## src/rtl/stee_params.svh

```systemverilog
// constants of the system-management / thermal exception entry unit
// assumes a 32-bit machine state word, bit 0 the least significant
`ifndef STEE_PARAMS_SVH
`define STEE_PARAMS_SVH

// machine_state field positions
`define STEE_POW_BIT 18
`define STEE_ILE_BIT 16
`define STEE_EE_BIT 15
`define STEE_PR_BIT 14
`define STEE_FP_BIT 13
`define STEE_ME_BIT 12
`define STEE_FE0_BIT 11
`define STEE_SE_BIT 10
`define STEE_BE_BIT 9
`define STEE_FE1_BIT 8
`define STEE_IP_BIT 6
`define STEE_IR_BIT 5
`define STEE_DR_BIT 4
`define STEE_PM_BIT 2
`define STEE_RI_BIT 1
`define STEE_LE_BIT 0

// bits cleared in machine_state on entry, data_endian included (it is refilled)
`define STEE_MSR_CLR_MASK 32'h0004EF37
// bits of machine_state kept in saved_status, the others read as zero
`define STEE_SAVE_KEEP_MASK 32'h87C0FFFF

// vector bases selected by vector_upper, and the vector offsets
`define STEE_VEC_BASE_LO 32'h00000000
`define STEE_VEC_BASE_HI 32'hFFF00000
`define STEE_SMI_VEC_OFS 32'h00001400
`define STEE_THM_VEC_OFS 32'h00001700

// reset values
`define STEE_WORD_RST 32'h00000000

`endif

```

## src/rtl/stee_pkg.sv

```systemverilog
// types of the system-management / thermal exception entry unit
// assumes nothing beyond the constants header
package stee_pkg;

	typedef enum logic [2:0] {
		ST_IDLE,
		ST_SMI_DRAIN,
		ST_THM_DRAIN,
		ST_SMI_ENTER,
		ST_THM_ENTER
	} stee_state_t;

endpackage

```

## src/rtl/stee_sync.sv

```systemverilog
// two-stage synchroniser, one per threshold-crossing channel
// assumes inputs may change at any time relative to clk_sys
`timescale 1ns/1ns

module stee_sync (
	input wire logic clk_sys,
	input wire logic rst_n,
	input wire logic [1:0] async_in,
	output logic [1:0] sync_out
);

	logic [1:0] meta;

	genvar g;
	generate
		for (g = 0; g < 2; g = g + 1) begin : g_ch
			always_ff @(posedge clk_sys) begin
				if (!rst_n) begin
					meta[g] <= 1'b0;
					sync_out[g] <= 1'b0;
				end else begin
					meta[g] <= async_in[g];
					sync_out[g] <= meta[g];
				end
			end
		end
	endgenerate

endmodule

```

## src/rtl/stee_entry.sv

```systemverilog
// exception entry for the system-management and thermal-management interrupts
// assumes the core reports drain progress and its own exceptions synchronously
//
// Operation
// - system-management request enters on sys_mgmt_int_n pin
// - system-management beats ordinary external interrupt
// - stop dispatch, drain, let instruction exceptions first
// - system-management vector is base plus 0x01400
// - saved_pc gets address of next instruction
// - saved_status copies chosen bits, clears others
// - clear listed state bits, data_endian takes trap_endian
// - thermal request on either threshold crossing
// - crossing counts only with its thermal_int_on
// - ext_int_on masks the thermal interrupt
// - thermal drain: next completes, later blocked, stores drain
// - drain exceptions first; enter at recoverable halt
// - thermal vector is base plus 0x01700
`timescale 1ns/1ns
`include "stee_params.svh"

module stee_entry (
	input wire logic clk_sys,
	input wire logic rst_n,
	input wire logic sys_mgmt_int_n,
	input wire logic ext_int_req,
	input wire logic thm_cross_a,
	input wire logic thm_cross_b,
	input wire logic thermal_int_on_a,
	input wire logic thermal_int_on_b,
	input wire logic [31:0] machine_state,
	input wire logic [31:0] next_pc,
	input wire logic pending_empty,
	input wire logic next_instr_done,
	input wire logic store_queue_empty,
	input wire logic core_exc_take,
	output logic dispatch_stop,
	output logic completion_block,
	output logic ext_int_hold,
	output logic smi_taken,
	output logic thm_taken,
	output logic state_load,
	output logic [31:0] entry_state,
	output logic [31:0] saved_pc,
	output logic [31:0] saved_status,
	output logic [31:0] vector_addr
);

	stee_pkg::stee_state_t st;
	stee_pkg::stee_state_t next_st;
	logic next_seen;
	logic [1:0] cross_sync;

	stee_sync u_sync (
		.clk_sys(clk_sys),
		.rst_n(rst_n),
		.async_in({thm_cross_b, thm_cross_a}),
		.sync_out(cross_sync)
	);

	// request decode
	wire ee_on = machine_state[`STEE_EE_BIT];
	wire smi_pin = !sys_mgmt_int_n;
	// ext_int_on also masks the pin so a held request cannot re-enter the handler
	wire smi_go = smi_pin && ee_on && !core_exc_take;
	wire thm_armed = (cross_sync[0] && thermal_int_on_a) ||
		(cross_sync[1] && thermal_int_on_b);
	wire thm_go = thm_armed && ee_on && !core_exc_take;
	wire next_done = next_seen || next_instr_done;
	wire halt_ok = next_done && store_queue_empty;
	wire smi_drained = pending_empty && !core_exc_take;
	wire thm_drained = halt_ok && !core_exc_take;
	wire in_enter = (st == stee_pkg::ST_SMI_ENTER) || (st == stee_pkg::ST_THM_ENTER);

	// entry values
	wire trap_endian = machine_state[`STEE_ILE_BIT];
	wire [31:0] endian_word = {{31{1'b0}}, trap_endian} << `STEE_LE_BIT;
	wire [31:0] next_entry_state = (machine_state & ~`STEE_MSR_CLR_MASK) | endian_word;
	wire [31:0] next_saved_status = machine_state & `STEE_SAVE_KEEP_MASK;
	wire [31:0] vec_base = machine_state[`STEE_IP_BIT] ? `STEE_VEC_BASE_HI : `STEE_VEC_BASE_LO;
	wire [31:0] smi_vec = vec_base + `STEE_SMI_VEC_OFS;
	wire [31:0] thm_vec = vec_base + `STEE_THM_VEC_OFS;
	wire [31:0] next_vector = (st == stee_pkg::ST_SMI_ENTER) ? smi_vec : thm_vec;

	// sequencing
	always_comb begin
		next_st = st;
		case (st)
			stee_pkg::ST_IDLE: begin
				if (smi_go) begin
					next_st = stee_pkg::ST_SMI_DRAIN;
				end else if (thm_go) begin
					next_st = stee_pkg::ST_THM_DRAIN;
				end
			end
			stee_pkg::ST_SMI_DRAIN: begin
				// an instruction exception is taken first; the held pin re-arms later
				if (core_exc_take) begin
					next_st = stee_pkg::ST_IDLE;
				end else if (smi_drained) begin
					next_st = stee_pkg::ST_SMI_ENTER;
				end
			end
			stee_pkg::ST_THM_DRAIN: begin
				if (core_exc_take) begin
					next_st = stee_pkg::ST_IDLE;
				end else if (thm_drained) begin
					next_st = stee_pkg::ST_THM_ENTER;
				end
			end
			stee_pkg::ST_SMI_ENTER: begin
				next_st = stee_pkg::ST_IDLE;
			end
			stee_pkg::ST_THM_ENTER: begin
				next_st = stee_pkg::ST_IDLE;
			end
			default: begin
				next_st = stee_pkg::ST_IDLE;
			end
		endcase
	end

	wire next_stop = (next_st != stee_pkg::ST_IDLE) && !(in_enter);
	wire next_block = (next_st == stee_pkg::ST_THM_DRAIN) ||
		(next_st == stee_pkg::ST_THM_ENTER);
	wire next_hold = (next_st == stee_pkg::ST_SMI_DRAIN) ||
		(next_st == stee_pkg::ST_SMI_ENTER);

	always_ff @(posedge clk_sys) begin
		if (!rst_n) begin
			st <= stee_pkg::ST_IDLE;
			next_seen <= 1'b0;
		end else begin
			st <= next_st;
			next_seen <= (st == stee_pkg::ST_THM_DRAIN) && next_done;
		end
	end

	always_ff @(posedge clk_sys) begin
		if (!rst_n) begin
			dispatch_stop <= 1'b0;
			completion_block <= 1'b0;
			ext_int_hold <= 1'b0;
		end else begin
			dispatch_stop <= next_stop;
			completion_block <= next_block;
			ext_int_hold <= next_hold;
		end
	end

	always_ff @(posedge clk_sys) begin
		if (!rst_n) begin
			smi_taken <= 1'b0;
			thm_taken <= 1'b0;
			state_load <= 1'b0;
		end else begin
			smi_taken <= (st == stee_pkg::ST_SMI_ENTER);
			thm_taken <= (st == stee_pkg::ST_THM_ENTER);
			state_load <= in_enter;
		end
	end

	always_ff @(posedge clk_sys) begin
		if (!rst_n) begin
			entry_state <= `STEE_WORD_RST;
			saved_pc <= `STEE_WORD_RST;
			saved_status <= `STEE_WORD_RST;
			vector_addr <= `STEE_WORD_RST;
		end else if (in_enter) begin
			entry_state <= next_entry_state;
			saved_pc <= next_pc;
			saved_status <= next_saved_status;
			vector_addr <= next_vector;
		end
	end
endmodule

```

## config.mk

```make
export PLATFORM = sky130hd
export DESIGN_NAME = stee_entry
export DESIGN_NICKNAME = d
export VERILOG_FILES = /design/src/rtl/stee_pkg.sv /design/src/rtl/stee_sync.sv /design/src/rtl/stee_entry.sv
export VERILOG_INCLUDE_DIRS = /design/src /design/src/rtl
export SDC_FILE = /design/constraint.sdc
export NUM_CORES = 1
export LEC_CHECK = 0
export BUFFER_PORTS_ARGS = -buffer_cell sky130_fd_sc_hd__buf_4
export CORE_MARGIN = 1
export CORE_UTILIZATION = 44
export CTS_CLUSTER_DIAMETER = 150
export DETAILED_ROUTE_END_ITERATION = 6
export GPL_TIMING_DRIVEN = 0
export PLACE_DENSITY = 0.8
export SLEW_MARGIN = 40
export SYNTH_ARGS = -nofsm -noshare
export SYNTH_HDL_FRONTEND = slang
export SYNTH_HIERARCHICAL = 1
export SYNTH_SLANG_ARGS = --single-unit
```

## constraint.sdc

```tcl
create_clock -name clk_sys -period 1.7 [get_ports clk_sys]
set_clock_uncertainty 0.05 [all_clocks]
set_input_delay 0.425 -clock clk_sys [delete_from_list [all_inputs] [get_ports clk_sys]]
set_output_delay 0.425 -clock clk_sys [all_outputs]
set_load 0.005 [all_outputs]
```

==> flow_metrics.py <==
metrics = {
    "setup_path": {
        "critPathMaxFanout": 15,
        "cp-end-kind": "primary output",
        "cp_slowest_cell": "dfxtp_2",
        "criticalPathCategory": "register to primary output",
        "crit_start": "saved_status[6]$_SDFFE_PN0N_",
        "cpMostUsedCell": "buf_4",
        "cp_cell_sequence": "buf_4, buf_4",
        "required_ns": 1.22,
        "startpoint_type": "register",
        "path_delay_family": "flip-flops",
        "cpPeakStageDelay_ns": 0.48,
        "rr_startpoint": "st[2]$_SDFF_PN0_",
        "path_buf_inv": 2,
        "critPathArrivalTime_ns": 1.08,
    },
    "global_route": {
        "grt_pass1_vias": 3224,
        "grt_use_total_pct": 22.0,
        "gr-total-overflow": 0,
        "grt_max_degree": 16,
        "grt_pass1_wl_um": 15100,
        "antenna_found_initial": 0,
    },
    "cts": {
        "cts_buffers": 9,
        "h-tree-depth": 3,
        "cts_tree": "built",
        "clk_latency_ns": 0.35,
        "clockRootBuffer": "clkbuf_8",
        "cts_hold_buf": 0,
        "cts_num_sinks": 79,
        "clk_pin_slew_ns": 0.08,
        "clk_path_buf_depth": 2,
    },
    "power_and_ir_drop": {
        "irDropWorstVdd_uv": 448,
        "leakage_nw": 2.51,
        "power.density_nw_per_um2": 665,
    },
    "floorplan": {
        "die_x_um": 92.9,
        "core_um2": 7850,
        "die_area_um2": 8630,
        "io_pins": 210,
        "initial_core_util_pct": 46.3,
        "die_h_um": 92.9,
        "core.rowCount": 32,
    },
    "timing": {
        "finalCritPeriodShare_pct": 91.7,
        "final_hold_viol_count": 0,
        "finalSetupTns_ns": 0,
        "drv_slew": 0,
        "rsz0062_at_grt": "no",
        "fin_crit_ns": 1.56,
        "setup_viol": 0,
        "fmax_mhz": 642,
    },
    "route": {
        "ant_nets": 0,
        "drcViolationCount": 0,
        "viasPerCell": 4.79,
        "dr.pass1.iters": 5,
        "drt_iter0_markers": 124,
        "drt-total-wl_um": 9740,
        "wire_per_inst_um": 13.2,
        "vias": 3524,
    },
    "final_layout": {
        "fill_cells": 655,
        "post-route-util_pct": 68.6,
        "multi_input_area_um2": 1500,
        "layout-drive-gt1-share_pct": 44.5,
        "final_cell_mix": "buf_4, dfxtp_1, nand3_1, o21ai_0, a21boi_1",
        "layout_commonest_cell": "buf_4",
        "syn2layout_area_growth_pct": 48.1,
        "design_area_um2": 5390,
        "seq_area_um2": 1580,
        "fin_nets": 704,
        "diodes": 0,
    },
    "place": {
        "hpwl_um": 7280,
        "gp_congestion": 0.743,
        "port-buffer-count": 169,
        "placed_area_um2": 5170,
    },
    "logic_synthesis": {
        "ys_warn_count": 6,
        "avgSynthCellArea_um2": 8.89,
        "synth.distinct_cells": 31,
        "synthesis.instances": 409,
        "yosys_register_bits": 79,
        "synthesis.area_um2": 3640,
        "ys_seq_area_share_pct": 43.5,
    },
    "worst_hold_path": {
        "hp-class": "input port to register",
        "hp-start": "thm_cross_a",
    },
    "run_status": {
        "status": "finished, final reports clean",
    },
    "job": {
        "drv_cap": 0,
    },
}
-- Yosys cell counts, drive strengths merged --
cell type | count | area (um^2)
buf | 80 | 603
dfxtp | 79 | 1580
a21boi | 65 | 492
nand3 | 65 | 325
o21ai | 65 | 325
clkbuf | 20 | 88.8
nor3 | 6 | 30.0
and2 | 4 | 25.0
nor2 | 4 | 15.0
a31oi | 2 | 12.5
nand2 | 2 | 7.51
nand3b | 2 | 15.0
nor2b | 2 | 12.5
a221oi | 1 | 8.76
a22o | 1 | 8.76
and3 | 1 | 6.26
and3b | 1 | 8.76
conb | 1 | 3.75
inv | 1 | 3.75
nand2b | 1 | 6.26
nand4 | 1 | 6.26
nor3b | 1 | 18.8
o21bai | 1 | 7.51
o31a | 1 | 8.76
or2 | 1 | 6.26
or3b | 1 | 8.76
-- where the power goes --
group | total (mW) | leakage [nW] | switching, mW | internal [mW]
logic | 0.324 | 1.78 | 0.108 | 0.216
registers | 1.87 | 0.638 | 0.00847 | 1.86
clock network | 1.39 | 0.0981 | 0.679 | 0.710
-- logic make-up (layout without fill, tap and decap cells) --
logic type             count (synthesis)  in the layout  synth area share (%)
and+or+nand+nor                       92             92                  13.5
other                                  1             38                 0.103
buffers and inverters                101            288                  19.1
AOI/OAI and AO/OA                    136            136                  23.7
DFF                                   79             79                  43.5
-- routing by layer --
metal	vias to the layer above	track usage [%]	part of all wire, %
met4	0	6.92	1.7
met1	1605	25.5	40
met3	18	6.24	7.0
met2	139	38.8	51
li1	1762	-	-
met5	-	0	0
-- timing repair --
item / in CTS / in global routing
pin swaps: 0 / 0
setup endpoints to repair: 13 / 53
setup buffers: 0 / 2
gates resized for setup: 1 / 0
-- final cells by class --
class | count | area share (%)
Tap cell | 102 | 2.37
Timing Repair Buffer | 171 | 23.8
Clock inverter | 6 | 1.12
Multi-Input combinational cell | 266 | 27.8
Buffer | 100 | 12.8
Inverter | 1 | 0.0697
Clock buffer | 10 | 2.56
Sequential cell | 79 | 29.4
-- stage by stage --
stage / hold slack, ns / instances / power [mW] / setup WS (ns)
6_report: 0.234 / 735 / 3.58 / 0.142
5_1_grt: 0.220 / 735 / 3.71 / 0.0730
4_1_cts: 0.218 / 733 / 3.61 / 0.0538
3_5_place_dp: 0.371 / 717 / 2.23 / 0.0454
3_3_place_gp: 0.359 / 717 / 2.23 / 0.0851
2_1_floorplan: 0.356 / 446 / 2.07 / 0.390
-- sequential cells by signal (all words and copies together) (netlist names) --
signal	flops
completion_block	1
dispatch_stop	1
entry_state	10
ext_int_hold	1
next_seen	1
saved_pc	32
saved_status	21
smi_taken	1
st	3
state_load	1
thm_taken	1
u_sync/meta	2
u_sync/sync_out	2
vector_addr	2
-- path summary, 6_finish.rpt --
path	end	slack (ns)	cells after the start
max	vector_addr[26]	0.14	2
min	u_sync/meta[0]$_SDFF_PN0_	0.23	2
max reg2reg	saved_pc[15]$_SDFFE_PN0N_	0.20	5
min reg2reg	u_sync/sync_out[0]$_SDFF_PN0_	0.39	1
Note: power is estimated with default switching activity, not from simulation.
